==> config.mk <==
export PLATFORM = sky130hd
export DESIGN_NAME = dtcw_division
export DESIGN_NICKNAME = d
export VERILOG_FILES = /design/src/dtcw_pkg.sv /design/src/dtcw_division.sv
export SDC_FILE = /design/constraint.sdc
export NUM_CORES = 1
export LEC_CHECK = 0
export BUFFER_PORTS_ARGS = -buffer_cell sky130_fd_sc_hd__buf_4
export CAP_MARGIN = 15
export CORE_ASPECT_RATIO = 0.7
export CORE_MARGIN = 10
export CORE_UTILIZATION = 63
export CTS_CLUSTER_SIZE = 30
export DETAILED_ROUTE_END_ITERATION = 16
export PLACE_DENSITY = 0.84
export REMOVE_ABC_BUFFERS = 1
export SLEW_MARGIN = 20
export SYNTH_ARGS = -nofsm -noshare
export SYNTH_HDL_FRONTEND = slang
export SYNTH_SLANG_ARGS = --single-unit
==> constraint.sdc <==
create_clock -name i_core_clk -period 7.3 [get_ports i_core_clk]
set_input_delay 1.46 -clock i_core_clk [delete_from_list [all_inputs] [get_ports i_core_clk]]
set_output_delay 1.46 -clock i_core_clk [all_outputs]
set_load 0.05 [all_outputs]
==> src/dtcw_pkg.sv <==
package dtcw_pkg;

	// detector array and arithmetic widths
	localparam int NUM_DET    = 52;
	localparam int FLUX_W     = 16;
	localparam int SUM_W      = 22;
	localparam int IDX_W      = 6;

	// timing, core clock 20 MHz
	localparam int CLK_PER_NS     = 50;
	localparam int WD_TIMEOUT_US  = 10000;
	localparam int WD_CYC         = WD_TIMEOUT_US * 1000 / CLK_PER_NS;
	localparam int LNK_GAP_US     = 100;
	localparam int LNK_GAP_CYC    = LNK_GAP_US * 1000 / CLK_PER_NS;
	localparam int GAP_W          = 16;

	// rod block monitor frame: fixed length, fixed header
	localparam int          RBM_LEN = 4;
	localparam logic [7:0]  RBM_HDR = 8'h5a;

	// register byte addresses
	localparam logic [7:0] A_CTRL    = 8'h00;
	localparam logic [7:0] A_STAT    = 8'h04;
	localparam logic [7:0] A_WDCNT   = 8'h08;
	localparam logic [7:0] A_CAL_IN  = 8'h0c;
	localparam logic [7:0] A_CAL_ACC = 8'h10;
	localparam logic [7:0] A_ERRCNT  = 8'h14;
	localparam logic [7:0] A_THR0    = 8'h20;

	// control bit positions
	localparam int CTRL_BYP   = 0;
	localparam int CTRL_INOP  = 1;
	localparam int CTRL_STALL = 2;
	localparam int CTRL_KICK  = 3;

	// calibration word layout
	localparam logic [7:0] CAL_TAG     = 8'hc5;
	localparam int         CAL_TAG_LSB = 24;
	localparam int         CAL_IDX_LSB = 16;
	localparam int         CAL_ITEMS   = 3;

	// threshold reset values: apm, osc, srm
	localparam logic [15:0] RST_THR_APM = 16'hc000;
	localparam logic [15:0] RST_THR_OSC = 16'h0800;
	localparam logic [15:0] RST_THR_SRM = 16'he000;

	// oscillation arming and short period detection
	localparam logic [15:0] OSC_FLOW_ARM = 16'h6000;
	localparam int          PER_SHIFT    = 3;

	typedef struct packed {
		logic              valid;
		logic              sof;
		logic [FLUX_W-1:0] data;
	} dtcw_lnk_t;

	typedef struct packed {
		logic apm;
		logic osc;
		logic srm;
	} dtcw_vote_t;

	typedef enum logic [2:0] {
		S_IDLE, S_RECV, S_APM, S_OSC, S_SRM, S_SEND
	} dtcw_state_t;

endpackage

==> src/dtcw_division.sv <==
// The placing of the registers and the address-and-strobe port were decided locally.
`timescale 1ns/1ps

// Contract
// - each stage waits idle until data arrives, then processes it
// - stage hands results onward only after finishing its own work
// - watchdog restarts from zero when the whole chain has handed off
// - a stage that never hands off blocks later stages and the restart
// - watchdog expiry marks module failed, trips outputs, raises alarm
// - watchdog restart and timeout can be forced and observed by test
// - all state changes on the common clock edge only
// - link messages have fixed length, format and send point
// - link receiver checks data and timeout, alarms every error
// - link communication failure asserts module failure seen by operator
// - no interrupts, scheduling or variable timing anywhere
// - division takes 52 hardwired local flux detector readings
// - detector readings arrive as fixed sets over a one-way link
// - average power trip drives a discrete vote-to-trip output
// - oscillation monitor uses local power and flow, votes on instability
// - startup monitor votes on high flux or short period
// - calibration input blocked unless bypassed, inoperative and key enabled
// - calibration accepts only limited fixed format, rejects anything else
// - calibration item used only after individual operator acceptance
// - no path to any other division; voting is external
// - one-way fixed sets to rod block monitor, no receive path
// - bypassing average power monitor also bypasses oscillation monitor
module dtcw_division
	import dtcw_pkg::*;
#(
	parameter int WD_TO_CYC = WD_CYC
) (
	// clock and reset
	input  wire logic              i_core_clk,
	input  wire logic              i_srst,
	// register port
	input  wire logic [7:0]        i_addr,
	input  wire logic [31:0]       i_wdata,
	input  wire logic              i_wr,
	input  wire logic              i_rd,
	output logic      [31:0]       o_rdata,
	// detector module link, same clock
	input  wire dtcw_lnk_t         i_lnk,
	// plant inputs, same clock
	input  wire logic [FLUX_W-1:0] i_core_flow,
	input  wire logic [FLUX_W-1:0] i_srm_flux,
	// key lock pin, asynchronous
	input  wire logic              i_keylock,
	// discrete trip votes and status, no division inputs
	output dtcw_vote_t             o_vote,
	output logic                   o_failed,
	output logic                   o_tripped,
	output logic                   o_alarm,
	// rod block monitor link, transmit only
	output logic                   o_rbm_valid,
	output logic      [31:0]       o_rbm_data
);

	dtcw_state_t                      st_q, st_d;
	logic [IDX_W-1:0]                 idx_q, idx_d;
	logic [SUM_W-1:0]                 sum_q, sum_d, psum_q, psum_d;
	logic [FLUX_W-1:0]                csum_q, csum_d, psrm_q, psrm_d;
	logic [GAP_W-1:0]                 gap_q, gap_d;
	dtcw_vote_t                       trip_q, trip_d, vote_q, vote_d;
	logic [31:0]                      wd_q, wd_d, rbm_q, rbm_d;
	logic                             rv_q, rv_d;
	logic                             failed_q, failed_d;
	logic [7:0]                       err_q, err_d;
	logic                             lerr, pass_done, wd_exp, wd_kick;
	logic [SUM_W-1:0]                 apm_lim, osc_lim, dsum;
	logic [2:0]                       ctrl_q, ctrl_d;
	logic [CAL_ITEMS-1:0][FLUX_W-1:0] thr_q, thr_d;
	logic                             pend_q, pend_d, rej_q, rej_d;
	logic [3:0]                       pidx_q, pidx_d;
	logic [FLUX_W-1:0]                pval_q, pval_d;
	logic [31:0]                      rdata_q, rdata_d;
	logic                             key_m_q, key_q, gate;
	logic                             wr_cal, wr_acc, cal_ok;

	assign apm_lim = SUM_W'(thr_q[0]) * SUM_W'(NUM_DET);
	assign osc_lim = SUM_W'(thr_q[1]) * SUM_W'(NUM_DET);
	assign dsum    = (sum_q > psum_q) ? sum_q - psum_q : psum_q - sum_q;
	assign wd_exp  = (wd_q >= 32'(WD_TO_CYC - 1));
	assign wd_kick = i_wr && (i_addr == A_CTRL) && i_wdata[CTRL_KICK];

	// fixed-cycle chain, link receiver and watchdog
	always_comb begin
		st_d      = st_q;
		idx_d     = idx_q;
		sum_d     = sum_q;
		csum_d    = csum_q;
		gap_d     = gap_q;
		psum_d    = psum_q;
		psrm_d    = psrm_q;
		trip_d    = trip_q;
		rbm_d     = rbm_q;
		rv_d      = 1'b0;
		lerr      = 1'b0;
		pass_done = 1'b0;
		case (st_q)
			S_IDLE: begin
				if (i_lnk.valid) begin
					if (i_lnk.sof) begin
						st_d   = S_RECV;
						idx_d  = IDX_W'(1);
						sum_d  = SUM_W'(i_lnk.data);
						csum_d = i_lnk.data;
						gap_d  = '0;
					end else begin
						lerr = 1'b1;
					end
				end
			end
			S_RECV: begin
				gap_d = gap_q + GAP_W'(1);
				if (i_lnk.valid) begin
					gap_d = '0;
					if (i_lnk.sof) begin
						lerr = 1'b1;
						st_d = S_IDLE;
					end else if (idx_q == IDX_W'(NUM_DET)) begin
						if (i_lnk.data == csum_q) begin
							st_d = S_APM;
						end else begin
							lerr = 1'b1;
							st_d = S_IDLE;
						end
					end else begin
						idx_d  = idx_q + IDX_W'(1);
						sum_d  = sum_q + SUM_W'(i_lnk.data);
						csum_d = csum_q ^ i_lnk.data;
					end
				end else if (gap_q == GAP_W'(LNK_GAP_CYC - 1)) begin
					lerr = 1'b1;
					st_d = S_IDLE;
				end
			end
			// test stall holds the stage, nothing later starts
			S_APM: begin
				if (!ctrl_q[CTRL_STALL]) begin
					trip_d.apm = sum_q > apm_lim;
					st_d       = S_OSC;
				end
			end
			// instability only armed at low flow
			S_OSC: begin
				trip_d.osc = (i_core_flow < OSC_FLOW_ARM) && (dsum > osc_lim);
				psum_d     = sum_q;
				st_d       = S_SRM;
			end
			S_SRM: begin
				trip_d.srm = (i_srm_flux > thr_q[2]) ||
					((i_srm_flux > psrm_q) &&
					((i_srm_flux - psrm_q) > (psrm_q >> PER_SHIFT)));
				psrm_d = i_srm_flux;
				idx_d  = '0;
				st_d   = S_SEND;
			end
			// fixed frame sent only after all stages finish
			S_SEND: begin
				rv_d  = 1'b1;
				idx_d = idx_q + IDX_W'(1);
				case (idx_q[1:0])
					2'd0:    rbm_d = {RBM_HDR, 24'h0};
					2'd1:    rbm_d = {10'h0, sum_q};
					2'd2:    rbm_d = {29'h0, trip_q};
					default: rbm_d = {16'h0, psrm_q};
				endcase
				if (idx_q == IDX_W'(RBM_LEN - 1)) begin
					pass_done = 1'b1;
					st_d      = S_IDLE;
				end
			end
			default: st_d = S_IDLE;
		endcase
	end

	always_comb begin
		if (pass_done || wd_kick) begin
			wd_d = '0;
		end else if (wd_exp) begin
			wd_d = wd_q;
		end else begin
			wd_d = wd_q + 32'h1;
		end
		failed_d = failed_q || wd_exp || lerr;
		err_d    = (lerr && err_q != 8'hff) ? err_q + 8'h1 : err_q;
		// one bypass covers both power votes; failure trips all
		vote_d.apm = failed_q || (trip_q.apm && !ctrl_q[CTRL_BYP]);
		vote_d.osc = failed_q || (trip_q.osc && !ctrl_q[CTRL_BYP]);
		vote_d.srm = failed_q || trip_q.srm;
	end

	always_ff @(posedge i_core_clk) begin
		if (i_srst) begin
			st_q     <= S_IDLE;
			idx_q    <= '0;
			sum_q    <= '0;
			csum_q   <= '0;
			gap_q    <= '0;
			psum_q   <= '0;
			psrm_q   <= '0;
			trip_q   <= '0;
			vote_q   <= '0;
			rbm_q    <= '0;
			rv_q     <= 1'b0;
			wd_q     <= '0;
			failed_q <= 1'b0;
			err_q    <= '0;
		end else begin
			st_q     <= st_d;
			idx_q    <= idx_d;
			sum_q    <= sum_d;
			csum_q   <= csum_d;
			gap_q    <= gap_d;
			psum_q   <= psum_d;
			psrm_q   <= psrm_d;
			trip_q   <= trip_d;
			vote_q   <= vote_d;
			rbm_q    <= rbm_d;
			rv_q     <= rv_d;
			wd_q     <= wd_d;
			failed_q <= failed_d;
			err_q    <= err_d;
		end
	end

	// key lock is a panel switch: synchronise before use
	always_ff @(posedge i_core_clk) begin
		if (i_srst) begin
			key_m_q <= 1'b0;
			key_q   <= 1'b0;
		end else begin
			key_m_q <= i_keylock;
			key_q   <= key_m_q;
		end
	end

	assign gate   = ctrl_q[CTRL_BYP] && ctrl_q[CTRL_INOP] && key_q;
	assign wr_cal = i_wr && (i_addr == A_CAL_IN);
	assign wr_acc = i_wr && (i_addr == A_CAL_ACC);
	// tag, spare bits and item index must all match
	assign cal_ok = gate &&
		(i_wdata[CAL_TAG_LSB +: 8] == CAL_TAG) &&
		(i_wdata[23:20] == 4'h0) &&
		(i_wdata[CAL_IDX_LSB +: 4] < 4'(CAL_ITEMS));

	// register file
	always_comb begin
		ctrl_d  = ctrl_q;
		thr_d   = thr_q;
		pend_d  = pend_q;
		pidx_d  = pidx_q;
		pval_d  = pval_q;
		rej_d   = rej_q;
		rdata_d = 32'h0;
		if (i_wr && i_addr == A_CTRL) begin
			ctrl_d = i_wdata[2:0];
		end
		if (wr_cal) begin
			if (cal_ok) begin
				pend_d = 1'b1;
				pidx_d = i_wdata[CAL_IDX_LSB +: 4];
				pval_d = i_wdata[FLUX_W-1:0];
			end else begin
				rej_d = 1'b1;
			end
		end
		// item takes effect only on matching acceptance
		if (wr_acc && pend_q && gate && i_wdata[3:0] == pidx_q) begin
			thr_d[pidx_q[1:0]] = pval_q;
			pend_d             = 1'b0;
		end
		if (i_rd) begin
			if (i_addr == A_CTRL) begin
				rdata_d = {29'h0, ctrl_q};
			end else if (i_addr == A_STAT) begin
				rdata_d = {21'h0, st_q, rej_q, pend_q, key_q,
					wd_exp, failed_q, vote_q};
			end else if (i_addr == A_WDCNT) begin
				rdata_d = wd_q;
			end else if (i_addr == A_CAL_IN) begin
				rdata_d = {pend_q, 11'h0, pidx_q, pval_q};
			end else if (i_addr == A_ERRCNT) begin
				rdata_d = {24'h0, err_q};
			end else if (i_addr == A_THR0) begin
				rdata_d = {16'h0, thr_q[0]};
			end else if (i_addr == A_THR0 + 8'h04) begin
				rdata_d = {16'h0, thr_q[1]};
			end else if (i_addr == A_THR0 + 8'h08) begin
				rdata_d = {16'h0, thr_q[2]};
			end
		end
	end

	always_ff @(posedge i_core_clk) begin
		if (i_srst) begin
			ctrl_q  <= '0;
			thr_q   <= {RST_THR_SRM, RST_THR_OSC, RST_THR_APM};
			pend_q  <= 1'b0;
			pidx_q  <= '0;
			pval_q  <= '0;
			rej_q   <= 1'b0;
			rdata_q <= '0;
		end else begin
			ctrl_q  <= ctrl_d;
			thr_q   <= thr_d;
			pend_q  <= pend_d;
			pidx_q  <= pidx_d;
			pval_q  <= pval_d;
			rej_q   <= rej_d;
			rdata_q <= rdata_d;
		end
	end

	assign o_rdata     = rdata_q;
	assign o_vote      = vote_q;
	assign o_failed    = failed_q;
	assign o_tripped   = failed_q;
	assign o_alarm     = failed_q;
	assign o_rbm_valid = rv_q;
	assign o_rbm_data  = rbm_q;
endmodule

==> results.sh, run 1 <==
export IMPL_rsz0062_at_grt="no"
export IMPL_crit_required_ns=7.83
export IMPL_critPathKind="reg -> reg"
export IMPL_synth_cell_types=77
export IMPL_synth_warnings=0
export IMPL_total_power_uw=4040
export IMPL_dpl_worst_slack_ns=1.64
export IMPL_areaGrowthSynthToFinish_pct=11.2
export IMPL_clock_skew_final_ns=0.0146
export IMPL_cp_start_kind="flop"
export IMPL_grt_overflow_total=0
export IMPL_dpl_cell_count=2906
export IMPL_core_area_mm2=0.0302
export IMPL_status="finished clean"
export IMPL_finish_net_count=2872
export IMPL_cts_buffers=27
export IMPL_synthAdderAreaFrac_pct=17.4
export IMPL_setup_ws_ns=1.42
export IMPL_worst_pin_slew_ns=1.18
export IMPL_hold_class="reg -> reg"
export IMPL_ys_seq_area_share_pct=28.7
export IMPL_clkLatencyLatePin_ns=0.58
export IMPL_synth_seq_cells=279
export IMPL_drive_above_1_share_pct=9.39
export IMPL_cts_resized=0
export IMPL_finalNonFillerCells=2956
export IMPL_clock_root_buffer="clkbuf_16"
export IMPL_power_leakage_uw=0.00924
export IMPL_setup_violations=0
export IMPL_hold_buffers=0
export IMPL_firstDrtPassIters=8
export IMPL_synth_top_family_by_area="simple AND/OR/NAND/NOR gates"
export IMPL_end_kind="flop"
export IMPL_routed_wl_mm=57.7
export IMPL_fp_dieArea_mm2=0.0385
export IMPL_vias=18200
export IMPL_drv_cap=0
export IMPL_die_w_um=230
export IMPL_antenna_found_initial=0
export IMPL_fillers=2374
export IMPL_grt_total_usage_pct=28.7
export IMPL_grt_pass1_wl_mm=91.6
export IMPL_synth_xor_area_share_pct=5.76
export IMPL_numPortBuffers=146
export IMPL_dp_hpwl_mm=43.6
export IMPL_synthMuxAreaShare_pct=2.85
export IMPL_io_pins=166
export IMPL_fin_crit_sh_pct=80.6
export IMPL_clkSinkCount=279
export IMPL_drc=0
export IMPL_hold_viol=0
export IMPL_power_density_mw_per_mm2=187
export IMPL_clkTransAtPathRegs_ns=0.07
export IMPL_irDropWorstVdd_v=0.000208
export IMPL_cts_setup_buffers=0
export IMPL_yosys_area_share_simple_pct=19.1
export IMPL_postRouteAntennaNets=0
export IMPL_wl_per_cell_um=19.5
export IMPL_drtIter0Drc=1911
export IMPL_cts_max_path_buffers=3
export IMPL_syn_area_mm2=0.0195
export IMPL_start_util_pct=64.4
export IMPL_htreeDepth=1
export IMPL_slew_violations=0
export IMPL_tritoncts="built"
export IMPL_slew_headroom_pct=20.6
export IMPL_grt_max_degree=86
export IMPL_synth_edff_count=0
export IMPL_cp_arrival_ns=6.41
export IMPL_layout_min_cycle_time_ns=5.88
export IMPL_syn_area_per_cell_um2=7.96
export IMPL_postSynthCellCount=2447
export IMPL_die_h_um=167
export IMPL_n_antenna_cell=0
export IMPL_crit_fanout=38
export IMPL_vias_per_cell=6.15
export IMPL_fmax_mhz=170
export IMPL_grt_pass1_vias=17200
export IMPL_gp_congestion=0.961
export IMPL_std_cell_rows=53
export IMPL_synth_compound_area_share_pct=19.1
export IMPL_synthArstFlopShare_pct=0
export IMPL_fin_setup_tns_ns=0
export IMPL_synth_flop_cell="dfxtp_1"
==> cell usage after synthesis (all sizes together) (3+ instances only) <==
| master | instances | area [um^2] |
|---|---|---|
| or3 | 9 | 56.3 |
| xnor2 | 56 | 490 |
| buf | 35 | 204 |
| mux2i | 51 | 510 |
| nand2 | 270 | 1010 |
| nor3b | 6 | 45.0 |
| mux2 | 4 | 45.0 |
| nor2b | 32 | 200 |
| a211oi | 50 | 375 |
| o21ai | 79 | 395 |
| nor2 | 230 | 863 |
| a211o | 8 | 70.1 |
| nand3b | 4 | 30.0 |
| xor2 | 72 | 631 |
| a311oi | 6 | 52.6 |
| and4b | 3 | 30.0 |
| dfxtp | 279 | 5590 |
| nand4 | 40 | 250 |
| a221oi | 18 | 158 |
| o21a | 17 | 128 |
| nand3 | 39 | 195 |
| fa | 30 | 601 |
| or4 | 3 | 22.5 |
| a21oi | 230 | 1150 |
| o21bai | 11 | 82.6 |
| a2111oi | 3 | 32.5 |
| a31oi | 18 | 134 |
| a222oi | 7 | 70.1 |
| nor3 | 44 | 225 |
| a21o | 47 | 353 |
| a31o | 4 | 35.0 |
| o31ai | 9 | 72.6 |
| or2 | 9 | 56.3 |
| a21boi | 3 | 22.5 |
| and4 | 8 | 72.6 |
| inv | 231 | 867 |
| and2 | 36 | 225 |
| a22oi | 22 | 165 |
| o211ai | 26 | 195 |
| clkbuf | 84 | 315 |
| and3 | 16 | 105 |
| ha | 223 | 2790 |
| nor4 | 20 | 131 |
| nand2b | 25 | 156 |
==> registers in the layout, summed over array words and instances, names as in the netlist, 16 cells and up <==
name and flops:
wd_q 32, psum_q 22, pval_q 16, sum_q 22, o_rbm_data 23, psrm_q 16
o_rdata 32, csum_q 16, thr_q 48, gap_q 16
==> stage by stage <==
step	hold slack (ns)	utilization (%)	instance area, um^2
final	0.453	71.6	21700
after floorplan	0.414	-	19000
after detailed placement	0.448	68.5	20700
after CTS	0.456	71.5	21600
after global placement	0.419	68.5	20700
after global routing	0.468	71.6	21700
==> power breakdown <==
group / total [uW] / internal [uW] / switching (uW)
registers: 1600 / 1550 / 50.3
logic: 969 / 398 / 571
clock network: 1480 / 834 / 644
==> area by class of cell <==
type / instances / area [um^2] / share of cell area (%)
Inverter: 231 / 867 / 4.00
Multi-Input combinational cell: 1823 / 12500 / 57.9
Clock buffer: 35 / 746 / 3.44
Tap cell: 412 / 515 / 2.38
Clock inverter: 14 / 174 / 0.803
Timing Repair Buffer: 162 / 1220 / 5.64
Sequential cell: 279 / 5590 / 25.8
==> kinds of logic after synthesis <==
kind of cell / after synthesis
flip-flops: 279
other: 1
AO/OA/AOI/OAI: 583
adder cells (fa/ha/maj): 253
multiplexers: 55
AND/OR/NAND/NOR: 798
XOR/XNOR: 128
buffers and inverters: 350
==> worst max-delay path, cell delays in order, from the launching register on <==
cell	delay, ns
dfxtp_1	0.47
inv_1	0.16
ha_1	0.41
nor2b_1	0.18
o31ai_1	0.30
a21oi_1	0.19
a31oi_1	0.31
a21oi_1	0.22
a31oi_2	0.17
buf_4	0.40
mux2i_1	0.34
a2bb2oi_1	0.43
o21ai_1	0.15
xnor2_1	0.16
ha_1	0.31
nand4_1	0.11
nor2_1	0.12
a211oi_1	0.05
o21ai_0	0.26
a21oi_1	0.12
a2111oi_0	0.70
a31o_2	0.26
==> worst paths after layout <==
| check | from | to | cells after the start | slack (ns) |
|---|---|---|---|---|
| setup / recovery | sum_q[2] | trip_q[1] | 21 | 1.42 |
| hold / removal | o_rbm_data[16] | o_rbm_data[16] | 2 | 0.45 |
| setup reg to reg | sum_q[2] | trip_q[1] | 21 | 1.42 |
| hold reg to reg | o_rbm_data[16] | o_rbm_data[16] | 2 | 0.45 |
==> per-layer routing <==
| metal | share of wire [%] | global-route usage [%] | routed length (um) | vias up |
|---|---|---|---|---|
| li1 | - | - | - | 8609 |
| met1 | 44 | 40.8 | 25600 | 8599 |
| met2 | 43 | 43.3 | 24700 | 854 |
| met3 | 10 | 5.49 | 5930 | 111 |
| met4 | 2.6 | 7.82 | 1490 | 0 |
| met5 | 0 | 0 | 0 | - |
==> placed cells by master, fill, tap and decap left out, drive strengths merged, types with 18 or more instances in the layout <==
| cell | count |
|---|---|
| o211ai | 26 |
| dfxtp | 279 |
| and2 | 36 |
| nor2b | 32 |
| o21ai | 79 |
| nand4 | 40 |
| nor2 | 230 |
| nor3 | 44 |
| ha | 223 |
| nand2b | 25 |
| fa | 30 |
| a221oi | 18 |
| nand2 | 270 |
| nand3 | 39 |
| clkbuf | 35 |
| a21o | 47 |
| a22oi | 22 |
| a31oi | 18 |
| xnor2 | 56 |
| buf | 162 |
| a211oi | 50 |
| xor2 | 72 |
| inv | 233 |
| nor4 | 20 |
| a21oi | 230 |
| mux2i | 51 |
(Power assumes the default switching activity.)
==> run 2: changes to the inputs <==
- CORE_UTILIZATION: 63 -> 61
- PLACE_DENSITY: 0.84 -> 0.81
- clock period: 7.3 -> 5.7 ns (I/O delays scaled with it)
==> run 2 against run 1 <==
  * Combinational power up 35%
  * Sequential cell count unchanged
  * Design area is 1.3% higher
  * Via count fell by 0.80%
  * Total power rose by 32%
  * Clock power grew 36%
  * Fmax up 9.7%
  * Setup slack worse by 1.1 ns
  * Critical endpoint unchanged
==> results.sh, run 2 (synthesis results as in run 1) <==
export IMPL_status="finished clean"
export IMPL_fin_crit_sh_pct=94.0
export IMPL_start_util_pct=62.3
export IMPL_rsz0062_at_grt="yes"
export IMPL_grt_overflow_total=0
export IMPL_grt_pass1_vias=17400
export IMPL_die_w_um=234
export IMPL_final_util_pct=70.1
export IMPL_cts_max_path_buffers=3
export IMPL_cp_start_kind="flop"
export IMPL_crit_fanout=5
export IMPL_n_antenna_cell=0
export IMPL_numPortBuffers=146
export IMPL_drv_cap=0
export IMPL_slew_violations=0
export IMPL_die_h_um=169
export IMPL_core_area_mm2=0.0313
export IMPL_finish_net_count=2896
export IMPL_share_seq_of_total_power_pct=37.7
export IMPL_r2r_end="trip_q[1]"
export IMPL_end_kind="flop"
export IMPL_cp_arrival_ns=5.85
export IMPL_wl_met3_mm=5.10
export IMPL_wl_per_cell_um=19.6
export IMPL_clkLatencyLatePin_ns=0.59
export IMPL_p_sw_uw=1670
export IMPL_drive_above_1_share_pct=10.4
export IMPL_areaGrowthSynthToFinish_pct=12.6
export IMPL_clock_root_buffer="clkbuf_16"
export IMPL_top_register="thr_q"
export IMPL_postRouteAntennaNets=0
export IMPL_hold_class="reg -> reg"
export IMPL_clock_skew_final_ns=0.00851
export IMPL_antenna_found_initial=0
export IMPL_layout_min_cycle_time_ns=5.36
export IMPL_crit_end="trip_q[1]"
export IMPL_cts_buffers=29
export IMPL_holdWs_ns=0.450
export IMPL_final_common_cell="dfxtp_1"
export IMPL_pwr_share_clk_pct=37.8
export IMPL_r2r_cells=23
export IMPL_vias=18000
export IMPL_fp_dieArea_mm2=0.0396
export IMPL_vias_per_cell=6.03
export IMPL_irDropWorstVdd_v=0.000238
export IMPL_route_met2_wl_mm=25.3
export IMPL_htreeDepth=1
export IMPL_fmax_mhz=187
export IMPL_wl_met1_mm=26.7
export IMPL_highest_layer="met4"
export IMPL_drtIter0Drc=1942
export IMPL_total_power_uw=5350
export IMPL_setup_violations=0
export IMPL_gp_congestion=0.950
export IMPL_routed_wl_mm=58.6
export IMPL_worst_pin_slew_ns=1.13
export IMPL_largest_register_ffs=48
export IMPL_firstDrtPassIters=7
export IMPL_grt_pass1_wl_mm=92.9
export IMPL_power_leakage_uw=0.00939
export IMPL_tritoncts="built"
export IMPL_clkTransAtPathRegs_ns=0.07
export IMPL_dp_hpwl_mm=44.4
export IMPL_power_density_mw_per_mm2=244
export IMPL_grt_total_usage_pct=28.7
export IMPL_std_cell_rows=54
export IMPL_final_cell_mix="279 x dfxtp_1, 270 x nand2_1, 231 x inv_1"
export IMPL_reg2reg_slack_ns=0.34
export IMPL_crit_start="thr_q[17]"
export IMPL_comb_power_share_pct=24.5
export IMPL_intPower_uw=3680
export IMPL_grt_max_degree=90
export IMPL_io_pins=166
export IMPL_critPathKind="reg -> reg"
export IMPL_drc=0
export IMPL_hold_buffers=0
export IMPL_crit_required_ns=6.19
export IMPL_worstReg2RegStart="thr_q[17]"
export IMPL_hold_viol=0
export IMPL_switching_share_pct=31.2
export IMPL_clkSinkCount=279
export IMPL_slew_headroom_pct=24.7
==> run 2: cell count changes in the layout (fill, tap and decap cells not counted), sizes merged <==
| cell | previous run | this run |
|---|---|---|
| buf | 162 | 184 |
| clkbuf | 35 | 36 |
| clkinv | 8 | 6 |
| clkinvlp | 1 | 2 |
| inv | 233 | 235 |
==> run 2: through the flow <==
stage	area, um^2	instances	TNS [ns]	setup WS, ns
after floorplan	19000	2333	0	0.329
after global placement	20900	2936	0	0.436
after detailed placement	20900	2937	0	0.392
after CTS	21900	2988	0	0.340
after global routing	21900	2988	-0.0126	-0.0126
final	21900	2988	0	0.340
==> run 2: worst min path at each step <==
stage	from	end	slack (ns)	depth (start not counted)
after floorplan	key_m_q	key_q	0.41	1
after global placement	key_m_q	key_q	0.42	1
after detailed placement	key_m_q	key_q	0.44	1
after CTS	key_m_q	key_q	0.46	1
after global routing	key_m_q	key_q	0.47	1
final	key_m_q	key_q	0.45	1
==> run 2: worst max-delay path, cell delays in order, from the launching register on <==
cell and delay [ns]:
dfxtp_1 0.47, ha_1 0.29, fa_1 0.53, inv_1 0.06, fa_1 0.46, nor2b_1 0.11, o21ai_0 0.11, a21oi_1 0.20
o21ai_0 0.12, a21oi_1 0.22, a41o_1 0.24, o41a_1 0.24, a21o_1 0.15, nand2_1 0.05, a221o_1 0.33, ha_1 0.30
a21o_1 0.19, a21o_1 0.17, a21oi_1 0.16, o21ai_0 0.15, a21oi_1 0.23, a2111oi_0 0.10, buf_4 0.16, a31o_2 0.21
==> run 2: timing repair <==
action                                 in CTS  in global routing
buffers inserted                            0                  0
endpoints found under the hold margin       0                  0
gates resized for setup                     0                  2
setup endpoints to repair                   0                  2
==> run 2: power groups by stage <==
stage	clock (uW)	combinational (uW)	sequential [uW]
floorplan	0	846	2080
global placement	0	1240	2060
detailed placement	0	1270	2060
CTS	2030	1280	2020
global route	2110	1430	2020
finish	2020	1310	2020
==> run 2: layer usage <==
metal  track usage [%]  vias up
met5                 0        -
met4              8.08        0
met3              5.04       96
met2              43.4      730
met1              41.2     8534
li1                  -     8667
==> run 2: final cells by class <==
cell class,instances,area [um^2]
Fill cell,2490,9350
Clock buffer,36,812
Clock inverter,15,193
Inverter,231,867
Timing Repair Buffer,184,1400
Sequential cell,279,5590
Tap cell,420,526
Multi-Input combinational cell,1823,12600
